$ cat src/tpc_pkg.sv
// Purpose: Shared constants and carrier structs for the three-synthesizer clock router control
// Assumes: Synthesizer loops and the oscillator are analog models outside this logic
// Notes:   Settings arrive from nonvolatile configuration as plain ports
package tpc_pkg;

  // ************************************************************
  // Widths and encodings
  // ************************************************************
  localparam int unsigned PREDIV_W    = 8;
  localparam int unsigned FBDIV_W     = 11;
  localparam int unsigned POSTDIV_W   = 7;
  localparam int unsigned CAPLOAD_W   = 6;
  localparam int unsigned DRIVE_W     = 2;
  localparam int unsigned NUM_SYNTH   = 3;
  localparam int unsigned NUM_OUT     = 3;
  localparam int unsigned SRC_W       = 2;

  // Crosspoint source codes
  localparam logic [1:0] SRC_REF      = 2'h0;
  localparam logic [1:0] SRC_SYNTH1   = 2'h1;
  localparam logic [1:0] SRC_SYNTH2   = 2'h2;
  localparam logic [1:0] SRC_SYNTH3   = 2'h3;

  // Divider constants
  localparam logic [6:0] DIV_ONE      = 7'h01;
  localparam logic [6:0] CNT_ZERO     = 7'h00;

  // Lock wait after shutdown exit, 3 ms at 25 MHz
  localparam int unsigned CLK_HZ      = 25_000_000;
  localparam int unsigned LOCK_TIME_US = 3000;
  localparam int unsigned LOCK_CYCLES = (CLK_HZ / 1_000_000) * LOCK_TIME_US;
  localparam int unsigned LOCK_W      = 17;

  // Control pin function
  typedef enum logic [1:0] {
    TPC_PIN_FSEL,
    TPC_PIN_SUSPEND,
    TPC_PIN_OE,
    TPC_PIN_SHUTDOWN
  } tpc_pin_e;

  // ************************************************************
  // Configuration carriers
  // ************************************************************
  typedef struct packed {
    logic [PREDIV_W-1:0] prediv;
    logic [FBDIV_W-1:0]  fbdiv;
  } tpc_synth_cfg_s;

  typedef struct packed {
    tpc_pin_e                pin_func;
    logic                    fsel_with_suspend;
    logic [NUM_SYNTH-1:0]    susp_synth;
    logic [NUM_OUT-1:0]      susp_out;
    logic [NUM_OUT-1:0]      out_invert;
    logic [NUM_OUT*2-1:0]    out_src;
    tpc_synth_cfg_s          synth1_alt;
    logic [POSTDIV_W-1:0]    div_a0;
    logic [POSTDIV_W-1:0]    div_a1;
    logic [POSTDIV_W-1:0]    div_b0;
    logic [POSTDIV_W-1:0]    div_b1;
    logic [POSTDIV_W-1:0]    div_c;
    logic [CAPLOAD_W-1:0]    cap_load;
    logic [DRIVE_W-1:0]      xtal_drive;
    logic                    cap_bypass;
  } tpc_cfg_s;

endpackage

$ cat src/tpc_clock_router.sv
// Purpose: Control pin decode, crosspoint, post dividers and oscillator settings
// Assumes: Source clocks are sampled as levels on i_clk_sys; they run well below it
// Notes:   Post dividers count source edges; output transitions on source edges, except a forced low while out_off or the source is not valid
//
// Contract
// Synth frequency is reference over predivider times feedback
// Control pin serves one of four functions
// Frequency select picks synth1 and A/B settings
// Divider changes from select are glitch free
// Output enable low tri-states every output
// Shutdown low stops everything, tri-states outputs
// Synths reacquire lock after leaving shutdown
// Suspend low disables configured synths and outputs
// Config never suspends synth feeding active output
// Suspended synth stopped, suspended output tri-stated
// Suspend may act together with frequency select
// Six-bit crystal load capacitance setting
// Configurable oscillator drive strength
// Load capacitors bypassable for driven reference
// Crosspoint routes four sources to three outputs
// A and B dividers chosen by frequency select
// C divider from single register
// Output may take inverted synth phase
// Divide by stored value; one passes through
`timescale 1ns/1ps
module tpc_clock_router (
  // Clock and reset
  input  wire logic                          i_clk_sys,
  input  wire logic                          i_resetn,
  // Nonvolatile configuration
  input  wire tpc_pkg::tpc_cfg_s             i_cfg,
  input  wire tpc_pkg::tpc_synth_cfg_s       i_synth_cfg [tpc_pkg::NUM_SYNTH],
  // Multi-purpose control pin
  input  wire logic                          i_freq_select_input,
  // Reference and synthesizer clocks, sampled
  input  wire logic                          i_crystal_input_pin,
  input  wire logic [tpc_pkg::NUM_SYNTH-1:0] i_synth_clk,
  input  wire logic [tpc_pkg::NUM_SYNTH-1:0] i_synth_locked,
  // Synthesizer control
  output logic      [tpc_pkg::NUM_SYNTH-1:0] o_synth_run,
  output tpc_pkg::tpc_synth_cfg_s            o_synth_set [tpc_pkg::NUM_SYNTH],
  output logic      [tpc_pkg::NUM_SYNTH-1:0] o_synth_valid,
  // Oscillator control
  output logic                               o_osc_run,
  output logic      [tpc_pkg::CAPLOAD_W-1:0] o_cap_load,
  output logic      [tpc_pkg::DRIVE_W-1:0]   o_xtal_drive,
  output logic                               o_cap_bypass,
  // Clock outputs, two signals per pin
  output logic                               o_first_clock_output,
  output logic                               o_first_clock_output_oe,
  output logic                               o_second_clock_output,
  output logic                               o_second_clock_output_oe,
  output logic                               o_third_clock_output,
  output logic                               o_third_clock_output_oe
);
  import tpc_pkg::*;

  // ************************************************************
  // Input synchronisers
  // ************************************************************
  logic [NUM_SYNTH+1:0] meta_q;
  logic [NUM_SYNTH+1:0] sync_q;
  logic [NUM_SYNTH-1:0] lock_meta_q;
  logic [NUM_SYNTH-1:0] lock_sync_q;

  // Pin, reference and synth clocks all come from outside this domain
  always_ff @(posedge i_clk_sys or negedge i_resetn) begin
    if (!i_resetn) begin
      meta_q      <= '0;
      sync_q      <= '0;
      lock_meta_q <= '0;
      lock_sync_q <= '0;
    end else begin
      // Reference in bit 0 so the crosspoint source code indexes the level directly
      meta_q      <= {i_freq_select_input, i_synth_clk, i_crystal_input_pin};
      sync_q      <= meta_q;
      lock_meta_q <= i_synth_locked;
      lock_sync_q <= lock_meta_q;
    end
  end

  logic                 pin_lvl;
  logic [NUM_SYNTH:0]   src_lvl;
  assign pin_lvl = sync_q[NUM_SYNTH+1];
  assign src_lvl = sync_q[NUM_SYNTH:0];

  // ************************************************************
  // Control pin decode
  // ************************************************************
  logic fsel_act;
  logic susp_act;
  logic oe_off;
  logic shut_act;

  // One function per configuration; suspend may ride along with select
  always_comb begin
    fsel_act = 1'b0;
    susp_act = 1'b0;
    oe_off   = 1'b0;
    shut_act = 1'b0;
    unique case (i_cfg.pin_func)
      TPC_PIN_FSEL: begin
        fsel_act = pin_lvl;
        susp_act = i_cfg.fsel_with_suspend & ~pin_lvl;
      end
      TPC_PIN_SUSPEND:  susp_act = ~pin_lvl;
      TPC_PIN_OE:       oe_off   = ~pin_lvl;
      TPC_PIN_SHUTDOWN: shut_act = ~pin_lvl;
    endcase
  end

  // Configuration is trusted to suspend every output of a suspended synth
  logic [NUM_SYNTH-1:0] synth_off;
  logic [NUM_OUT-1:0]   out_off;
  assign synth_off = {NUM_SYNTH{shut_act}} | ({NUM_SYNTH{susp_act}} & i_cfg.susp_synth);
  assign out_off   = {NUM_OUT{shut_act | oe_off}} | ({NUM_OUT{susp_act}} & i_cfg.susp_out);

  // ************************************************************
  // Synthesizer and oscillator control
  // ************************************************************
  logic [LOCK_W-1:0] lock_cnt_q [NUM_SYNTH];

  // Divider settings; synth1 takes its alternate set under select
  always_ff @(posedge i_clk_sys or negedge i_resetn) begin
    if (!i_resetn) begin
      for (int i = 0; i < NUM_SYNTH; i++) begin
        o_synth_set[i] <= '0;
      end
    end else begin
      for (int i = 0; i < NUM_SYNTH; i++) begin
        o_synth_set[i] <= i_synth_cfg[i];
      end
      if (fsel_act) begin
        o_synth_set[0] <= i_cfg.synth1_alt;
      end
    end
  end

  // Run enables; oscillator stops only in shutdown
  always_ff @(posedge i_clk_sys or negedge i_resetn) begin
    if (!i_resetn) begin
      o_synth_run  <= '0;
      o_osc_run    <= 1'b0;
      o_cap_load   <= '0;
      o_xtal_drive <= '0;
      o_cap_bypass <= 1'b0;
    end else begin
      o_synth_run  <= ~synth_off;
      o_osc_run    <= ~shut_act;
      o_cap_load   <= i_cfg.cap_load;
      o_xtal_drive <= i_cfg.xtal_drive;
      o_cap_bypass <= i_cfg.cap_bypass;
    end
  end

  // Lock wait: a synth counts as a source only after lock plus settle time
  genvar g;
  generate
    for (g = 0; g < NUM_SYNTH; g++) begin : g_lock
      always_ff @(posedge i_clk_sys or negedge i_resetn) begin
        if (!i_resetn) begin
          lock_cnt_q[g]    <= '0;
          o_synth_valid[g] <= 1'b0;
        end else if (synth_off[g] || !lock_sync_q[g]) begin
          lock_cnt_q[g]    <= '0;
          o_synth_valid[g] <= 1'b0;
        end else if (lock_cnt_q[g] == LOCK_W'(LOCK_CYCLES - 1)) begin
          o_synth_valid[g] <= 1'b1;
        end else begin
          lock_cnt_q[g] <= lock_cnt_q[g] + LOCK_W'(1);
        end
      end
    end
  endgenerate

  // ************************************************************
  // Crosspoint and post dividers
  // ************************************************************
  function automatic logic [POSTDIV_W-1:0] pick_div(input int unsigned idx, input logic sel);
    logic [POSTDIV_W-1:0] d;
    d = i_cfg.div_c;
    if (idx == 0) begin
      d = sel ? i_cfg.div_a1 : i_cfg.div_a0;
    end else if (idx == 1) begin
      d = sel ? i_cfg.div_b1 : i_cfg.div_b0;
    end
    return (d == CNT_ZERO) ? DIV_ONE : d;
  endfunction

  logic [NUM_OUT-1:0]   clk_q;
  logic [NUM_OUT-1:0]   oe_q;
  logic [NUM_OUT-1:0]   src_prev_q;

  generate
    for (g = 0; g < NUM_OUT; g++) begin : g_out
      logic [POSTDIV_W-1:0] cnt_q;
      logic [POSTDIV_W-1:0] div_q;
      logic                 src;
      logic                 edge_seen;
      logic                 src_ok;
      logic [SRC_W-1:0]     sel;

      assign sel       = i_cfg.out_src[g*SRC_W +: SRC_W];
      assign src       = src_lvl[sel] ^ i_cfg.out_invert[g];
      assign edge_seen = src & ~src_prev_q[g];
      assign src_ok    = (sel == SRC_REF) ? !shut_act : o_synth_valid[sel - SRC_SYNTH1];

      // Divider runs on source edges; new value loads at period end, on low source cycles when dividing by one, and every cycle while held off
      always_ff @(posedge i_clk_sys or negedge i_resetn) begin
        if (!i_resetn) begin
          cnt_q         <= CNT_ZERO;
          div_q         <= DIV_ONE;
          clk_q[g]      <= 1'b0;
          src_prev_q[g] <= 1'b0;
        end else begin
          src_prev_q[g] <= src;
          if (!src_ok || out_off[g]) begin
            cnt_q    <= CNT_ZERO;
            clk_q[g] <= 1'b0;
            div_q    <= pick_div(g, fsel_act);
          end else if (div_q == DIV_ONE) begin
            clk_q[g] <= src;
            if (!src) begin
              div_q <= pick_div(g, fsel_act);
            end
          end else if (edge_seen) begin
            if (cnt_q == div_q - DIV_ONE) begin
              cnt_q    <= CNT_ZERO;
              clk_q[g] <= 1'b1;
              div_q    <= pick_div(g, fsel_act);
            end else begin
              cnt_q <= cnt_q + DIV_ONE;
              if (cnt_q == (div_q >> 1) - DIV_ONE) begin
                clk_q[g] <= 1'b0;
              end
            end
          end
        end
      end

      // Enable drops with the tri-state controls
      always_ff @(posedge i_clk_sys or negedge i_resetn) begin
        if (!i_resetn) begin
          oe_q[g] <= 1'b0;
        end else begin
          oe_q[g] <= ~out_off[g];
        end
      end
    end
  endgenerate

  // Straight from the flops
  assign o_first_clock_output     = clk_q[0];
  assign o_first_clock_output_oe  = oe_q[0];
  assign o_second_clock_output    = clk_q[1];
  assign o_second_clock_output_oe = oe_q[1];
  assign o_third_clock_output     = clk_q[2];
  assign o_third_clock_output_oe  = oe_q[2];

endmodule

$ cat config.mk
export PLATFORM = sky130hd
export DESIGN_NAME = tpc_clock_router
export DESIGN_NICKNAME = d
export VERILOG_FILES = /design/src/tpc_pkg.sv /design/src/tpc_clock_router.sv
export SDC_FILE = /design/constraint.sdc
export NUM_CORES = 1
export LEC_CHECK = 0
export BUFFER_PORTS_ARGS = -buffer_cell sky130_fd_sc_hd__buf_4
export CORE_MARGIN = 5
export CORE_UTILIZATION = 40
export DETAILED_ROUTE_END_ITERATION = 10
export PLACE_DENSITY = 0.66
export SYNTH_ARGS = -nofsm -noshare
export SYNTH_HDL_FRONTEND = slang
export SYNTH_SLANG_ARGS = --single-unit
$ cat constraint.sdc
create_clock -name i_clk_sys -period 3.1 [get_ports i_clk_sys]
set_clock_uncertainty 0.05 [all_clocks]
set_input_delay 0.465 -clock i_clk_sys [delete_from_list [all_inputs] [get_ports i_clk_sys]]
set_output_delay 0.465 -clock i_clk_sys [all_outputs]
set_load 0.02 [all_outputs]
==> run summary, run 1 <==
The flow ran to the end, and the final reports show no timing, DRC or antenna violations. The share of cells above drive strength 1 came out at 31.27%. The analysis attributes to cell leakage a power of 5.326 nW. The total of warnings raised by yosys is 0. The library cell used most frequently in the layout, excluding fill and tap cells, is sky130_fd_sc_hd__buf_4. Registers are responsible for 47.1% of the overall power.

The max-slew violation count came out at 0. Traced cell by cell, the critical path runs through inv_1 -> ha_1 -> xor2_1 -> nand2_1 -> or4_4 -> o41ai_4 -> nor2_2 -> mux2_2. STA classifies the critical path endpoint as a register.

The number of storage elements in the synthesis netlist came out at 191. The sum of negative setup slack is 0 ps. For the worst setup path, the data required time is 3360 ps. For the pin with the worst max-slew slack, the measured transition is about 710 ps.

The average footprint of a synthesized cell is 11.11 µm². The count of buffers added by post-CTS timing repair for setup came out at 0. The clock-pin slew of the registers on the worst-case setup and hold paths came out at 80 ps. The achievable clock frequency came out at between 300 and 400 MHz. Counting every net in the synthesized netlist gives 996.

The total power per unit cell area came out at 486.5 mW/mm². Pin placement for this block handled 227 I/O pins. The starting DRC count in detailed routing came out at 317. The total count of hold-check failures in the final report came out at 0.

The finished layout holds 1353 standard cells, fillers aside. After detailed routing, the number of vias per cell comes to about 5.0. Data arrives at the worst endpoint at 3090 ps. The area of the core region came out at 0.02264 mm². The path class of the tightest hold or removal check is input port to asynchronous set/reset pin. The root buffer selected by CTS is sky130_fd_sc_hd__clkbuf_16.

The global-route wire length before repair is 35.38 mm. The via count of the routed design is approximately 6800. The largest incremental delay on the critical path is ~590 ps. The share of total power in combinational logic is 15.6%.

The critical path is of the register to register type. The buffer depth of the longest clock path came out at 2. IR analysis of the VDD net gives a maximum drop of 0.3106 mV. The routed wire length per instance came out at roughly 16 µm. The count of standard-cell rows came out at 55. The switching power summed over all nets is 1.625 mW.

The area used by sequential logic in the layout came out at between 0.004 and 0.005 mm². The count of instances resized after the clock tree is built came out at 0. After synthesis, flip-flops and latches occupy a little over half of the total area.

The count of endpoints failing setup in the final report is 0. Counting tap cells, the placed design contains a total of around 1300 instances. The relative slew slack is between 50 and 60%. Setup repair after global routing left no endpoint under its margin.

Among all flip-flop cells after synthesis, the most frequent one is sky130_fd_sc_hd__dfrtp_1. Together, buffers and inverters on the worst path number 1. The overall die width came out at 161.6 µm.

The area occupied by multi-input gates came out at 0.004199 mm². The final period utilization came out at about nine tenths. The estimated wirelength of the detail-placed design came out at 16.12 mm. The total overflow left after global routing is 0. The startpoint type of the worst setup path is a register. Input and output buffers added on the ports amount to 226.

The area of the die came out at 0.02611 mm². The number of cells produced by synthesis came out at 827. The TritonCTS clock tree is done. The switching power as a share of total power came out at between 20% and 30%. The aggregate global-route resource usage came out at 16.48%. Clock tree synthesis inserted a total of 17 buffers. The share of flip-flops with an asynchronous set or reset is 100.0%. In the routed design, unresolved DRC markers number 0. The number of antenna violations at the first check in global routing came out at 0.

The routability congestion estimate is 0.8708. The number of inserted filler cells in the final layout is 2035. For this run, the detailed router's first-pass iteration total came to 4. The total detailed-routing wirelength came out at between 20 and 25 mm. The library cells used most frequently in the layout, excluding fill and tap cells, are sky130_fd_sc_hd__buf_4 (232), sky130_fd_sc_hd__dfrtp_1 (188), sky130_fd_sc_hd__nor2_1 (101). The count of antenna diodes in the layout is 0. Across all hold checks on the routed design, the worst slack comes to 42.30 ps.

The clock latency on the worst-skew pair came out at around 430 ps. Yosys mapped a number of flops with a built-in enable equal to 0. Summing internal, switching and leakage power gives 5.755 mW.

The cell area after synthesis came out at around 0.009 mm². Across the run, the number of max-cap violations was 0. The starting utilization of the core area came out at 40.59%. The clock net sink count came out at 191. The clock network accounts for a little under two fifths of the total power.

The area growth from synthesis to layout is 28.73%. The cell-internal power came out at 4.129 mW. The share of the core filled with cells in the final layout came out at 52.25%. The layout net count came out at between 1000 and 1500.

Along the worst path, the maximum fanout reaches 7. The post-layout minimum cycle time came out at 2825 ps. Among all stages on the critical path, the largest delay is contributed by sky130_fd_sc_hd__dfstp_2. The via count of the first global-routing pass was a little over 7000.

The vertical die dimension came out at about 160 µm. The number of distinct library cells after synthesis is 77. The level count of the clock H-tree came out at 4. Among cell families on the critical path, the largest total delay comes from simple AND/OR/NAND/NOR gates.

The maximum number of pins on one net before global-route repair is 87. The number of nets with antenna violations after routing came out at 0. The cts-stage hold buffer count is 0.
[synthesized netlist by cell type, drive strengths merged, types with 17 or more instances]
cell,count,area [µm²]
xnor2,60,544.3
o21ai,22,132.6
clkbuf,17,63.81
mux2,44,533.0
nor2,102,385.4
nand2,52,197.7
a21oi,26,130.1
nand3,30,150.1
xor2,38,340.3
ha,21,262.8
dfrtp,188,4705
inv,28,105.1
nand4,18,118.9
nor3,18,90.09
[state kept, by name (all words and copies together), names as in the netlist, 2 cells and up]
name,count
lock_cnt_q,51
o_xtal_drive,2
o_synth_valid,3
src_prev_q,3
sync_q,5
lock_meta_q,3
meta_q,5
lock_sync_q,3
o_cap_load,6
o_synth_run,3
o_synth_set,57
g_out.cnt_q,21
g_out.div_q,21
[metrics by stage]
| stage | worst slack, ps | area [µm²] |
|---|---|---|
| 3_3_place_gp | 292.1 | 11240 |
| 2_1_floorplan | 469.2 | 9190 |
| 5_1_grt | 128.8 | 11830 |
| 6_report | 275.4 | 11830 |
| 4_1_cts | 254.2 | 11830 |
| 3_5_place_dp | 278.8 | 11240 |
[metal layers]
| metal | part of all wire [%] | vias to the layer above | GRT usage [%] |
|---|---|---|---|
| li1 | - | 3341 | - |
| met1 | 45 | 3275 | 21.55 |
| met3 | 6.1 | 18 | 4.925 |
| met2 | 48 | 151 | 27.42 |
| met5 | 0 | - | 0 |
| met4 | 1.1 | 0 | 3.218 |
[power by group through the flow]
stage	Clock, mW	Sequential (mW)	Combinational, mW
floorplan	0	2.79	0.466
global placement	0	2.76	0.894
detailed placement	0	2.76	0.909
CTS	2.22	2.71	0.912
global route	2.34	2.73	0.990
finish	2.15	2.71	0.896
[cells by family (layout without fill, tap and decap cells)]
group	Yosys count	after routing	share of synthesized area [%]
AOI/OAI and AO/OA	100	100	8.060
xor gates and xnor gates	98	98	9.626
adders and majority gates	21	21	2.859
buffers and inverters	54	295	2.328
DFF	191	191	52.05
muxes	60	60	7.951
and+or+nand+nor	303	303	17.13
[layout make-up]
class	instances	share of cell area (%)
inverters	28	0.8884
multi-input cells	582	35.49
clock inverters	15	1.396
clock buffers	17	3.596
well taps	285	3.014
flip-flops and latches	191	40.43
repair buffers	235	15.18
[worst paths after layout]
check                                             to  slack, ps               from  depth (start not counted)
worst max register to register     g_out[1].cnt_q[0]        280  g_out[1].div_q[0]                          8
min in group i_clk_sys               o_synth_set[28]         80    i_synth_cfg[28]                          1
max in group asynchronous          g_out[0].div_q[0]       2190           i_resetn                          2
worst max-delay path               g_out[1].cnt_q[0]        280  g_out[1].div_q[0]                          8
worst min register to register             sync_q[4]        300          meta_q[4]                          0
worst min-delay path            o_third_clock_output         40           i_resetn                          1
(Power assumes the default switching activity.)
==> run 2: changes to the inputs <==
- CTS_CLUSTER_DIAMETER: default -> 120
- PLACE_DENSITY: 0.66 -> default
==> run 2 against run 1 <==
  * The flow now finishes with violations (negative hold slack)
  * Power grew 0.34%
  * Core utilization hardly changed
  * Via count increased by 0.84%
  * First-iteration DRC count fell by 3.8%
  * Clock power about the same
  * Count of clock-buffer cells in the layout up 1
  * Sequential cell count stayed put
  * Critical path type unchanged
  * Highest routed layer unchanged
==> run summary, run 2 (synthesized netlist as in run 1, its figures left out) <==
The achievable clock frequency came out at 354.0 MHz (about the same). The cts-stage hold buffer count came to 0 (unchanged). The count of buffers added by post-CTS timing repair for setup came out at 0 (unchanged). The worst path arrival time is 3090 ps (about the same).

The kind of end point of the critical path is a register (unchanged). The transition time of the tightest slew-check pin is 624.8 ps (was 713.7 ps). The count of instances resized after the clock tree is built came to 0 (unchanged). The global-route wire length before repair came out at 35.90 mm (was 35.38 mm). The register with the highest flop count was o_synth_set (unchanged). Result of the run: finished with violations (was finished, final reports clean). The root buffer selected by CTS is sky130_fd_sc_hd__clkbuf_16 (unchanged). The starting DRC count in detailed routing is 305 (was 317). The level count of the clock H-tree came out at 4 (unchanged).

The clock latency on the worst-skew pair came out at 430 ps (about the same). The buffer depth of the longest clock path is 2 (unchanged). The layout net count is 1226 (was 1224). The sum of negative setup slack was 0 ps (unchanged). The final period utilization is 91.12% (about the same). The checks that failed: negative hold slack.

The area growth from synthesis to layout came to 28.63% (was 28.73%). The reg2reg setup slack is 280 ps (about the same). The via count of the routed design came out at 6842 (was 6785). The most frequent standard cell in the layout excluding fill and tap cells is sky130_fd_sc_hd__buf_4 (unchanged).

The global routing met1 resource utilization came out at 22.50% (was 21.55%). The number of nets with antenna violations after routing was 0 (unchanged). The largest vdd supply drop came to 0.3502 mV (was 0.3106 mV). The estimated wirelength of the detail-placed design came to 16.23 mm (was 16.12 mm). The final worst hold slack came out at -24.09 ps (was 42.30 ps).

The startpoint type of the worst setup path is a register (unchanged). The total detailed-routing wirelength is 21.32 mm (was 21.19 mm). The routability congestion estimate is 0.8262 (was 0.8708). The count of endpoints failing setup in the final report was 0 (unchanged).

The class of the most critical setup path is register to register (unchanged). The number of antenna violations at the first check in global routing came out at 0 (unchanged). The static leakage power is 5.331 nW (was 5.326 nW). The max-capacitance violation count came to 0 (unchanged). The aggregate global-route resource usage came out at 16.69% (was 16.48%). Most frequent cells in the layout: sky130_fd_sc_hd__buf_4 (235), sky130_fd_sc_hd__dfrtp_1 (188), sky130_fd_sc_hd__nor2_1 (101) (was sky130_fd_sc_hd__buf_4 (232), sky130_fd_sc_hd__dfrtp_1 (188), sky130_fd_sc_hd__nor2_1 (101)). The total power per unit cell area is 488.5 mW/mm² (was 486.5 mW/mm²).

The cell area after placement came out at 0.01124 mm² (about the same). The max-slew violation count is 0 (unchanged). The total count of hold-check failures in the final report is 7 (was 0). The starting utilization of the core area is 40.59% (unchanged). The number of iterations in the first detailed-routing pass is 4 (unchanged). The post-layout minimum cycle time came out at 2825 ps (about the same). The count of standard-cell rows came out at 55 (unchanged). The per-cell via count in the routed design came to 5.053 (was 5.015).

Largest registers: o_synth_set: 57 flops, lock_cnt_q: 51 flops (unchanged). The count of port buffers added during placement came to 226 (unchanged). The post-route DRC violation count is 0 (unchanged).

The via count of the first global-routing pass came out at 7130 (was 7188). The met2 usage in global routing is 26.88% (was 27.42%). The number of buffers created by CTS came to 17 (unchanged). The final design instance area without fill is 0.01182 mm² (was 0.01183 mm²). The maximum fanout along the worst path is 7 (unchanged).

The clock-pin slew of the registers on the worst-case setup and hold paths is 70 ps (was 80 ps). The worst endpoint required time came to 3370 ps (was 3360 ps). Setup repair after global routing missed its margin: no (unchanged). The overflow left after global routing is 0 (unchanged).

The routed wire length per instance came out at 15.74 µm (was 15.66 µm). The area of the core region is 0.02264 mm² (unchanged). The area of the die came to 0.02611 mm² (unchanged). The number of top-level design ports is 227 (unchanged). The maximum number of pins on one net before global-route repair is 78 (was 87). The relative slew slack is 58.35% (was 52.42%). The layer with the highest usage was met2 (unchanged). The vertical die dimension came to 161.6 µm (unchanged). The count of antenna diodes in the layout is 0 (unchanged).

The TritonCTS clock tree is done (unchanged). The worst min-delay path class is input port to asynchronous set/reset pin (unchanged). The share of cells above drive strength 1 came out at 31.34% (was 31.27%). The clock net sink count is 191 (unchanged). The met3 capacity usage during global routing was 4.619% (was 4.925%). The number of flip-flops under the largest register name was 57 (unchanged).

The overall die width came to 161.6 µm (unchanged).
==> run 2: cell types whose count changed in the layout (fill, tap and decap cells not counted) <==
cell                         previous run  this run
sky130_fd_sc_hd__clkinvlp_4             2         1
sky130_fd_sc_hd__buf_12                 2         1
sky130_fd_sc_hd__clkbuf_8               1         2
sky130_fd_sc_hd__clkinv_2               1         0
sky130_fd_sc_hd__buf_4                232       235
sky130_fd_sc_hd__clkinv_4               2         1
sky130_fd_sc_hd__clkinv_8               4         2
sky130_fd_sc_hd__inv_8                  4         5
sky130_fd_sc_hd__inv_6                  2         4
==> run 2: metal layers <==
metal	part of all wire [%]	vias to the layer above
li1	-	3349
met1	45	3315
met2	48	157
met3	6.0	21
met4	1.0	0
met5	0	-
==> run 2: cell type report <==
| class | count | area [µm²] |
|---|---|---|
| Clock buffer | 18 | 439.2 |
| Inverter | 28 | 105.1 |
| Timing Repair Buffer | 237 | 1798 |
| Multi-Input combinational cell | 582 | 4199 |
| Clock inverter | 13 | 140.1 |
| Fill cell | 2046 | 10820 |
| Sequential cell | 191 | 4783 |
| Tap cell | 285 | 356.6 |
==> run 2: worst paths after layout <==
kind	from	endpoint	cells past startpoint
setup / recovery	g_out[1].div_q[0]	g_out[1].cnt_q[0]	8
hold / removal	i_resetn	g_out[2].div_q[2]	1
setup reg to reg	g_out[1].div_q[0]	g_out[1].cnt_q[0]	8
hold reg to reg	meta_q[0]	sync_q[0]	0
max in group asynchronous	i_resetn	lock_cnt_q[46]	2
min in group i_clk_sys	i_synth_cfg[13]	o_synth_set[13]	1
==> run 2: stage by stage <==
step	setup WS (ps)	util [%]	total power [mW]	cells
floorplan	469.2	-	3.256	827
CTS	277.5	52.21	5.859	1354
detailed placement	294.0	49.65	3.672	1323
global route	146.4	52.21	6.075	1354
global placement	303.1	49.65	3.660	1323
finish	275.2	52.21	5.775	1354
==> run 2: worst max-delay path, stage by stage, from the launching register on <==
cell and delay (ps):
sky130_fd_sc_hd__dfstp_2 580, sky130_fd_sc_hd__inv_1 60, sky130_fd_sc_hd__ha_1 300, sky130_fd_sc_hd__xor2_1 130
sky130_fd_sc_hd__nand2_1 60, sky130_fd_sc_hd__or4_4 570, sky130_fd_sc_hd__o41ai_4 540, sky130_fd_sc_hd__nor2_2 140
sky130_fd_sc_hd__mux2_2 290
==> run 2: power breakdown <==
group / leakage [nW] / switching [mW] / internal [mW]
Clock: 0.283 / 1.07 / 1.10
Sequential: 2.39 / 0.105 / 2.61
Combinational: 2.66 / 0.458 / 0.440
